### config.mk
export PLATFORM = sky130hd
export DESIGN_NAME = twsb_link
export DESIGN_NICKNAME = d
export VERILOG_FILES = /design/src/hw/twsb_pkg.sv /design/src/hw/twsb_sync.sv /design/src/hw/twsb_shreg.sv /design/src/hw/twsb_link.sv
export SDC_FILE = /design/constraint.sdc
export NUM_CORES = 1
export LEC_CHECK = 0
export ABC_AREA = 1
export BUFFER_PORTS_ARGS = -buffer_cell sky130_fd_sc_hd__buf_2
export CELL_PAD_IN_SITES_DETAIL_PLACEMENT = 1
export CELL_PAD_IN_SITES_GLOBAL_PLACEMENT = 2
export CORE_AREA = 2 2 101 103
export CTS_CLUSTER_SIZE = 20
export DETAILED_ROUTE_END_ITERATION = 12
export DIE_AREA = 0 0 103 105
export PLACE_DENSITY_LB_ADDON = 0.1
export SYNTH_ARGS = -nofsm -noshare
export SYNTH_HDL_FRONTEND = slang
export SYNTH_HIERARCHICAL = 1
export SYNTH_SLANG_ARGS = --single-unit
### constraint.sdc
create_clock -name clk -period 3.3 [get_ports clk]
set_clock_uncertainty 0.2 [all_clocks]
set_input_delay 0.33 -clock clk [delete_from_list [all_inputs] [get_ports clk]]
set_output_delay 0.33 -clock clk [all_outputs]
set_load 0.01 [all_outputs]
### src/hw/twsb_pkg.sv
// Purpose: shared constants and types of the two-wire slave bit link
// Assumes: one 100 MHz clock, synchronous active-high reset
// Notes: serial lines travel as a packed pair of clock and data
package twsb_pkg;

  // serial line pair, clock in the upper bit
  typedef struct packed {
    logic scl;
    logic sda;
  } twsb_line_type;

  // byte framing
  localparam int BYTE_BITS = 8;
  localparam int ADDR_BITS = 7;
  localparam int CNT_W = 4;
  localparam logic [CNT_W-1:0] CNT_RST = 4'h0;
  localparam logic [CNT_W-1:0] CNT_FULL = 4'h8;
  localparam int MSB_POS = 7;
  localparam int NEXT_MSB_POS = 6;
  localparam int RW_POS = 0;

  // reset values
  localparam twsb_line_type LINE_IDLE = 2'h3;
  localparam twsb_line_type LINE_ZERO = 2'h0;
  localparam logic PULLUP_RST = 1'h0;
  localparam logic [BYTE_BITS-1:0] BYTE_RST = 8'h00;

  // timing of the master clock
  localparam int CLK_PERIOD_NS = 10;
  localparam int SCL_MAX_KHZ = 100;
  localparam int SCL_MIN_PERIOD_CYC = 1000000 / (SCL_MAX_KHZ * CLK_PERIOD_NS);

  // link states
  typedef enum logic [2:0] {
    ST_IDLE,
    ST_ADDR,
    ST_ADDR_ACK,
    ST_RX,
    ST_RX_ACK,
    ST_TX,
    ST_TX_ACK,
    ST_IGNORE
  } twsb_state_type;

endpackage

### src/hw/twsb_sync.sv
// Purpose: two flip-flop synchroniser for asynchronous pins
// Assumes: inputs come from outside the clock domain
// Notes: only the second stage leaves the module
module twsb_sync
  import twsb_pkg::*;
#(
  parameter int W = 2,
  parameter logic [W-1:0] RST_VAL = '1
)
(
  input wire logic clk,
  input wire logic rst,
  input wire logic [W-1:0] d,
  output logic [W-1:0] q
);

  logic [W-1:0] meta_q;
  logic [W-1:0] meta_d;
  logic [W-1:0] stab_d;

  always_comb
  begin
    meta_d = d;
    stab_d = meta_q;
  end

  always_ff @(posedge clk)
  begin
    if (rst)
    begin
      meta_q <= RST_VAL;
      q <= RST_VAL;
    end
    else
    begin
      meta_q <= meta_d;
      q <= stab_d;
    end
  end

endmodule

### src/hw/twsb_shreg.sv
// Purpose: byte shift register, msb first in both directions
// Assumes: load wins over shift
// Notes: q is registered
module twsb_shreg
  import twsb_pkg::*;
(
  input wire logic clk,
  input wire logic rst,
  input wire logic load,
  input wire logic [BYTE_BITS-1:0] load_val,
  input wire logic shift,
  input wire logic bit_in,
  output logic [BYTE_BITS-1:0] q
);

  logic [BYTE_BITS-1:0] q_d;

  always_comb
  begin
    q_d = q;
    if (load)
    begin
      q_d = load_val;
    end
    else if (shift)
    begin
      q_d = {q[BYTE_BITS-2:0], bit_in};
    end
  end

  always_ff @(posedge clk)
  begin
    if (rst)
    begin
      q <= BYTE_RST;
    end
    else
    begin
      q <= q_d;
    end
  end

endmodule

### src/hw/twsb_link.sv
// Purpose: slave side of a two-wire open-drain serial link, bit and byte level
// Assumes: master clock at most 100 kHz, 100 MHz internal clock
// Notes: user side gets received bytes and supplies bytes to return
module twsb_link
  import twsb_pkg::*;
(
  input wire logic clk,
  input wire logic rst,
  input wire twsb_line_type line_i,
  output twsb_line_type line_o,
  output twsb_line_type line_oe,
  input wire logic pullup_cfg,
  output logic pullup_en_q,
  input wire logic [ADDR_BITS-1:0] own_addr,
  output logic [BYTE_BITS-1:0] rx_data_q,
  output logic rx_valid_q,
  input wire logic rx_ready,
  input wire logic [BYTE_BITS-1:0] tx_data,
  input wire logic tx_valid,
  output logic tx_ready,
  output logic bus_error_flag_q,
  input wire logic bus_error_clr
);

  twsb_line_type line_s;
  twsb_line_type line_p_q;
  logic scl_rise;
  logic scl_fall;
  logic scl_high;
  logic sda_rise;
  logic sda_fall;
  logic start_det;
  logic stop_det;
  logic active;
  logic boundary;
  logic addr_match;

  twsb_state_type state_q;
  twsb_state_type state_d;
  logic [CNT_W-1:0] cnt_q;
  logic [CNT_W-1:0] cnt_d;
  logic rw_q;
  logic rw_d;
  logic nack_q;
  logic nack_d;
  logic need_load_q;
  logic need_load_d;
  logic sda_low_q;
  logic sda_low_d;
  logic scl_hold_q;
  logic scl_hold_d;
  logic [BYTE_BITS-1:0] rx_data_d;
  logic rx_valid_d;
  logic err_d;
  logic pullup_d;

  logic sh_load;
  logic sh_shift;
  logic [BYTE_BITS-1:0] sh_q;

  // pins into the clock domain
  twsb_sync #(
    .W($bits(twsb_line_type)),
    .RST_VAL(LINE_IDLE)
  ) u_sync (
    .clk(clk),
    .rst(rst),
    .d(line_i),
    .q(line_s)
  );

  twsb_shreg u_shreg (
    .clk(clk),
    .rst(rst),
    .load(sh_load),
    .load_val(tx_data),
    .shift(sh_shift),
    .bit_in(line_s.sda),
    .q(sh_q)
  );

  // edges of the synchronised lines
  always_comb
  begin
    scl_rise = line_s.scl & ~line_p_q.scl;
    scl_fall = ~line_s.scl & line_p_q.scl;
    scl_high = line_s.scl & line_p_q.scl;
    sda_rise = line_s.sda & ~line_p_q.sda;
    sda_fall = ~line_s.sda & line_p_q.sda;
    start_det = scl_high & sda_fall;
    stop_det = scl_high & sda_rise;
  end

  // bus state classification
  always_comb
  begin
    active = (state_q != ST_IDLE) && (state_q != ST_IGNORE);
    // first bit still high counts as the byte boundary
    boundary = ((cnt_q == CNT_RST) || (cnt_q == 4'h1))
      && ((state_q == ST_ADDR) || (state_q == ST_RX) || (state_q == ST_TX));
    addr_match = (sh_q[BYTE_BITS-1:1] == own_addr);
  end

  // link next state
  always_comb
  begin
    state_d = state_q;
    cnt_d = cnt_q;
    rw_d = rw_q;
    nack_d = nack_q;
    need_load_d = need_load_q;
    sda_low_d = sda_low_q;
    rx_data_d = rx_data_q;
    rx_valid_d = rx_valid_q;
    err_d = bus_error_flag_q;
    pullup_d = pullup_cfg;
    sh_load = 1'b0;
    sh_shift = 1'b0;
    tx_ready = 1'b0;
    if (rx_valid_q && rx_ready)
    begin
      rx_valid_d = 1'b0;
    end
    if (bus_error_clr)
    begin
      err_d = 1'b0;
    end
    unique case (state_q)
      ST_IDLE,
      ST_IGNORE:
      begin
        sda_low_d = 1'b0;
        if (start_det)
        begin
          state_d = ST_ADDR;
          cnt_d = CNT_RST;
        end
        else if (stop_det)
        begin
          state_d = ST_IDLE;
        end
      end
      ST_ADDR,
      ST_RX:
      begin
        if (scl_rise)
        begin
          sh_shift = 1'b1;
          cnt_d = cnt_q + 4'h1;
        end
        else if (scl_fall && (cnt_q == CNT_FULL))
        begin
          if (state_q == ST_ADDR)
          begin
            if (addr_match)
            begin
              state_d = ST_ADDR_ACK;
              rw_d = sh_q[RW_POS];
              sda_low_d = 1'b1;
            end
            else
            begin
              state_d = ST_IGNORE;
            end
          end
          else
          begin
            state_d = ST_RX_ACK;
            rx_data_d = sh_q;
            rx_valid_d = 1'b1;
            sda_low_d = 1'b1;
          end
        end
      end
      ST_ADDR_ACK,
      ST_RX_ACK:
      begin
        if (scl_fall)
        begin
          sda_low_d = 1'b0;
          cnt_d = CNT_RST;
          if ((state_q == ST_ADDR_ACK) && rw_q)
          begin
            state_d = ST_TX;
            need_load_d = 1'b1;
          end
          else
          begin
            state_d = ST_RX;
          end
        end
      end
      ST_TX:
      begin
        if (need_load_q)
        begin
          if (tx_valid)
          begin
            tx_ready = 1'b1;
            sh_load = 1'b1;
            need_load_d = 1'b0;
            sda_low_d = ~tx_data[MSB_POS];
          end
        end
        else if (scl_rise)
        begin
          cnt_d = cnt_q + 4'h1;
        end
        else if (scl_fall)
        begin
          if (cnt_q == CNT_FULL)
          begin
            sda_low_d = 1'b0;
            state_d = ST_TX_ACK;
          end
          else
          begin
            sh_shift = 1'b1;
            sda_low_d = ~sh_q[NEXT_MSB_POS];
          end
        end
      end
      ST_TX_ACK:
      begin
        if (scl_rise)
        begin
          nack_d = line_s.sda;
        end
        else if (scl_fall)
        begin
          cnt_d = CNT_RST;
          if (nack_q)
          begin
            state_d = ST_IGNORE;
          end
          else
          begin
            state_d = ST_TX;
            need_load_d = 1'b1;
          end
        end
      end
      default:
      begin
        state_d = ST_IDLE;
      end
    endcase
    // start or stop while a transaction runs
    if (active && (start_det || stop_det))
    begin
      cnt_d = CNT_RST;
      need_load_d = 1'b0;
      sda_low_d = 1'b0;
      sh_shift = 1'b0;
      if (boundary && start_det)
      begin
        state_d = ST_ADDR;
      end
      else if (boundary)
      begin
        state_d = ST_IDLE;
      end
      else
      begin
        state_d = ST_IDLE;
        err_d = 1'b1;
      end
    end
  end

  // stretch the low clock at byte start; no low-bound timeout is kept
  always_comb
  begin
    // on a load the data bit leads the clock release by one cycle
    scl_hold_d = ((state_d == ST_TX) && (need_load_d || sh_load))
      || ((state_d == ST_RX) && (cnt_d == CNT_RST) && rx_valid_d);
  end

  always_ff @(posedge clk)
  begin
    if (rst)
    begin
      state_q <= ST_IDLE;
      cnt_q <= CNT_RST;
      rw_q <= 1'b0;
      nack_q <= 1'b0;
      need_load_q <= 1'b0;
      sda_low_q <= 1'b0;
      scl_hold_q <= 1'b0;
      rx_data_q <= BYTE_RST;
      rx_valid_q <= 1'b0;
      bus_error_flag_q <= 1'b0;
      pullup_en_q <= PULLUP_RST;
      line_p_q <= LINE_IDLE;
    end
    else
    begin
      state_q <= state_d;
      cnt_q <= cnt_d;
      rw_q <= rw_d;
      nack_q <= nack_d;
      need_load_q <= need_load_d;
      sda_low_q <= sda_low_d;
      scl_hold_q <= scl_hold_d;
      rx_data_q <= rx_data_d;
      rx_valid_q <= rx_valid_d;
      bus_error_flag_q <= err_d;
      pullup_en_q <= pullup_d;
      line_p_q <= line_s;
    end
  end

  // open-drain pins: output value always low, enable pulls
  always_comb
  begin
    line_o = LINE_ZERO;
    line_oe.scl = scl_hold_q;
    line_oe.sda = sda_low_q;
  end

endmodule

==> out/qor.txt <==
Setup TNS: 0 ns
Worst path arrival time: 1.85 ns
Die Y: 105 µm
Max Clock Freq: 419.8 MHz
Routed len/inst: 12.84 µm
Area grow syn2layout: 15.04%
Starting density of the core: 24.43%
CP required: 2.77 ns
R2r endpoint: scl_hold_q
Core area: 0.009639 mm²
Synth Cell Area: 0.002355 mm²
Clock insertion delay at the later pin of the skew report: 0.28 ns
MaxCap Viol Count: 0
Sink Count: 37
Num CTS Buffers: 5
IO Pins: 39
Top cells by area, synth: dfxtp_1 31%, nand2_1 19%, inv_1 11%
Min-delay src: line_i[1]
# DRC: 0
Slew Limit Fails: 0
Resized cells post-CTS: 0
Synth warnings: 6
Clock buffer depth: 2
CP Buf/Inv Count: 2
Cell count after placement: 546
Status: complete, no violations
CP top delay family: flip-flops
PD cells: 379.3 mW/mm²
WL final: 7.103 mm
Leakage: 1.405 nW
Nets@finish: 446
Postcts setup bufs: 0
Crit path capture type: output port
Drt pass-1 iters: 4
Max IR drop VDD: 0.1581 mV
Worst Setup Start Kind: register
GRT overflow: 0
Post-DRT Antenna Nets: 0
Post-synth top area cell: dfxtp_1
H-tree depth: 2
Worst hold path class: in -> reg
Post-DP HPWL: 5.770 mm
# rows: 36
Hold-fix buffers, CTS: 0
Hold Violations, Final: 0
Clock Pin Slew Worst Setup and Hold Paths: 0.07 ns
Final number of setup-violating endpoints: 0
Vias in the first global route: 2343
# diodes: 0
Seq cells post-synth: 37
Tightest Pin Transition: 0.5362 ns
First-pass GRT wire length: 12.08 mm
CTS tree: yes
RSZ-0062 raised after global routing: no
Share of layout cells above drive strength 1: 16.43%
Slowest-stage cell, CP: dfxtp_1
Initial antenna violation count: 0
Reg2reg setup slack: 1.04 ns
Netlist cell types: 32
Root buffer cell: clkbuf_8
Reg area: 740.7 µm²
Most common cell after layout, fill and taps aside: nand2_1
Pin count of the biggest net entering global routing: 19
Worst r2r path cells: 12
Final clock period utilization by the worst path: 72.18%
Sequential cell area fraction in the yosys report: 31.46%
Critical R2R Launch: cnt_q[1]
Mapped Cells: 386
Iteration-0 DRC Markers: 93
# fillers: 1288
Vias: 2341
CP Cell Sequence: nand4_1, nor2_1, buf_4, buf_2
Critical path's largest stage delay: 0.59 ns
Area of the multi-input gates: 0.001226 mm²
Crit path time final: 2.382 ns
Hold Path Depth: 3
I/O Buffers: 36
Non-filler cells, final: 553
GRT Total Usage: 14.23%
Slew HR: 64.17%
Die Width: 103 µm
Yosys top cell area share: 31.46%
Avg Cell Area, Syn: 6.100 µm²
CP Class: reg -> out
Worst Hold Endpoint: u_sync/meta_q[1]
Most frequent cells in the layout: 122 x nand2_1, 68 x inv_1, 37 x dfxtp_1
RePlAce Congestion: 0.8076
Crit-path max FO: 12
Die footprint: 0.01082 mm²
Vias per cell: 4.233
## stage by stage
step / power (mW) / util [%] / instance area [µm²] / worst slack [ns] / hold WS (ns)
after floorplan: 0.6509 / - / 2359 / 1.546 / 0.1856
after global placement: 0.7233 / 27.21 / 2623 / 1.160 / 0.1898
after detailed placement: 0.7177 / 27.21 / 2623 / 1.025 / 0.1958
after CTS: 1.049 / 28.10 / 2709 / 0.9141 / 0.01491
after global routing: 1.106 / 28.10 / 2709 / 0.6999 / 0.02236
final: 1.027 / 28.10 / 2709 / 0.9181 / 0.02522
## logic make-up (layout without fill, tap and decap cells)
kind of cell	count (synthesis)	after routing	share of synthesized area, %
AOI/OAI and AO/OA	46	46	10.79
adders and majority gates	3	3	1.594
buffers and inverters	89	122	16.63
DFF	37	37	31.46
other	1	2	0.1593
and+or+nand+nor	210	210	39.37
## power breakdown
part,switching [mW],internal (mW)
registers,0.0243,0.463
logic,0.143,0.0729
clock network,0.158,0.166
total,0.326,0.702
## cells in the mapped netlist
cell type	count
clkbuf_1	2
nor2_8	1
nand2_4	1
nand3b_1	1
a211oi_1	1
nand2_1	122
nand2_2	5
conb_1	1
nand3_2	3
o21ai_0	14
a21oi_1	21
buf_4	6
o31ai_1	1
nand4_1	5
ha_1	3
a21oi_2	1
inv_2	7
o211ai_1	1
inv_4	2
nor3_1	2
o21bai_1	1
dfxtp_1	37
nand3_1	34
a31oi_1	2
nor2_2	3
nor2_4	2
buf_6	4
nor2_1	31
o21ai_1	2
o2111ai_1	1
a311oi_1	1
inv_1	68
## worst max path at each step
| stage | start | to | slack [ns] | depth (start not counted) |
|---|---|---|---|---|
| 4_1_cts | state_q[0] | tx_ready | 0.91 | 4 |
| 3_3_place_gp | cnt_q[1] | scl_hold_q | 1.16 | 12 |
| 2_1_floorplan | cnt_q[0] | rx_data_q[5] | 1.55 | 10 |
| 6_report | state_q[2] | tx_ready | 0.92 | 4 |
| 3_5_place_dp | cnt_q[0] | scl_hold_q | 1.02 | 12 |
| 5_1_grt | cnt_q[1] | scl_hold_q | 0.70 | 12 |
## final cells by class
cell class                      instances  share of cell area, %
Timing Repair Buffer                   38                  7.206
Clock buffer                            7                  3.187
Inverter                               77                  10.85
Sequential cell                        37                  27.34
Tap cell                              133                  6.143
Multi-Input combinational cell        261                  45.27
## flip-flops by register name, indices dropped and copies added, names as in the netlist, 2 cells and up
name,count
cnt_q,4
line_p_q,2
rx_data_q,8
state_q,3
u_shreg/q,8
u_sync/meta_q,2
u_sync/q,2
## layer usage
metal,vias to the layer above,global-route usage (%),routed length (µm)
li1,1252,-,-
met1,1047,22.09,3862
met2,36,20.83,2981
met3,6,1.739,197
met4,0,2.820,63
met5,-,0,0
## worst min-delay path, stage by stage
cell     delay (ns)
buf_2          0.07
inv_1          0.03
nand2_1        0.05
Power figures use the tool's default switching activity.
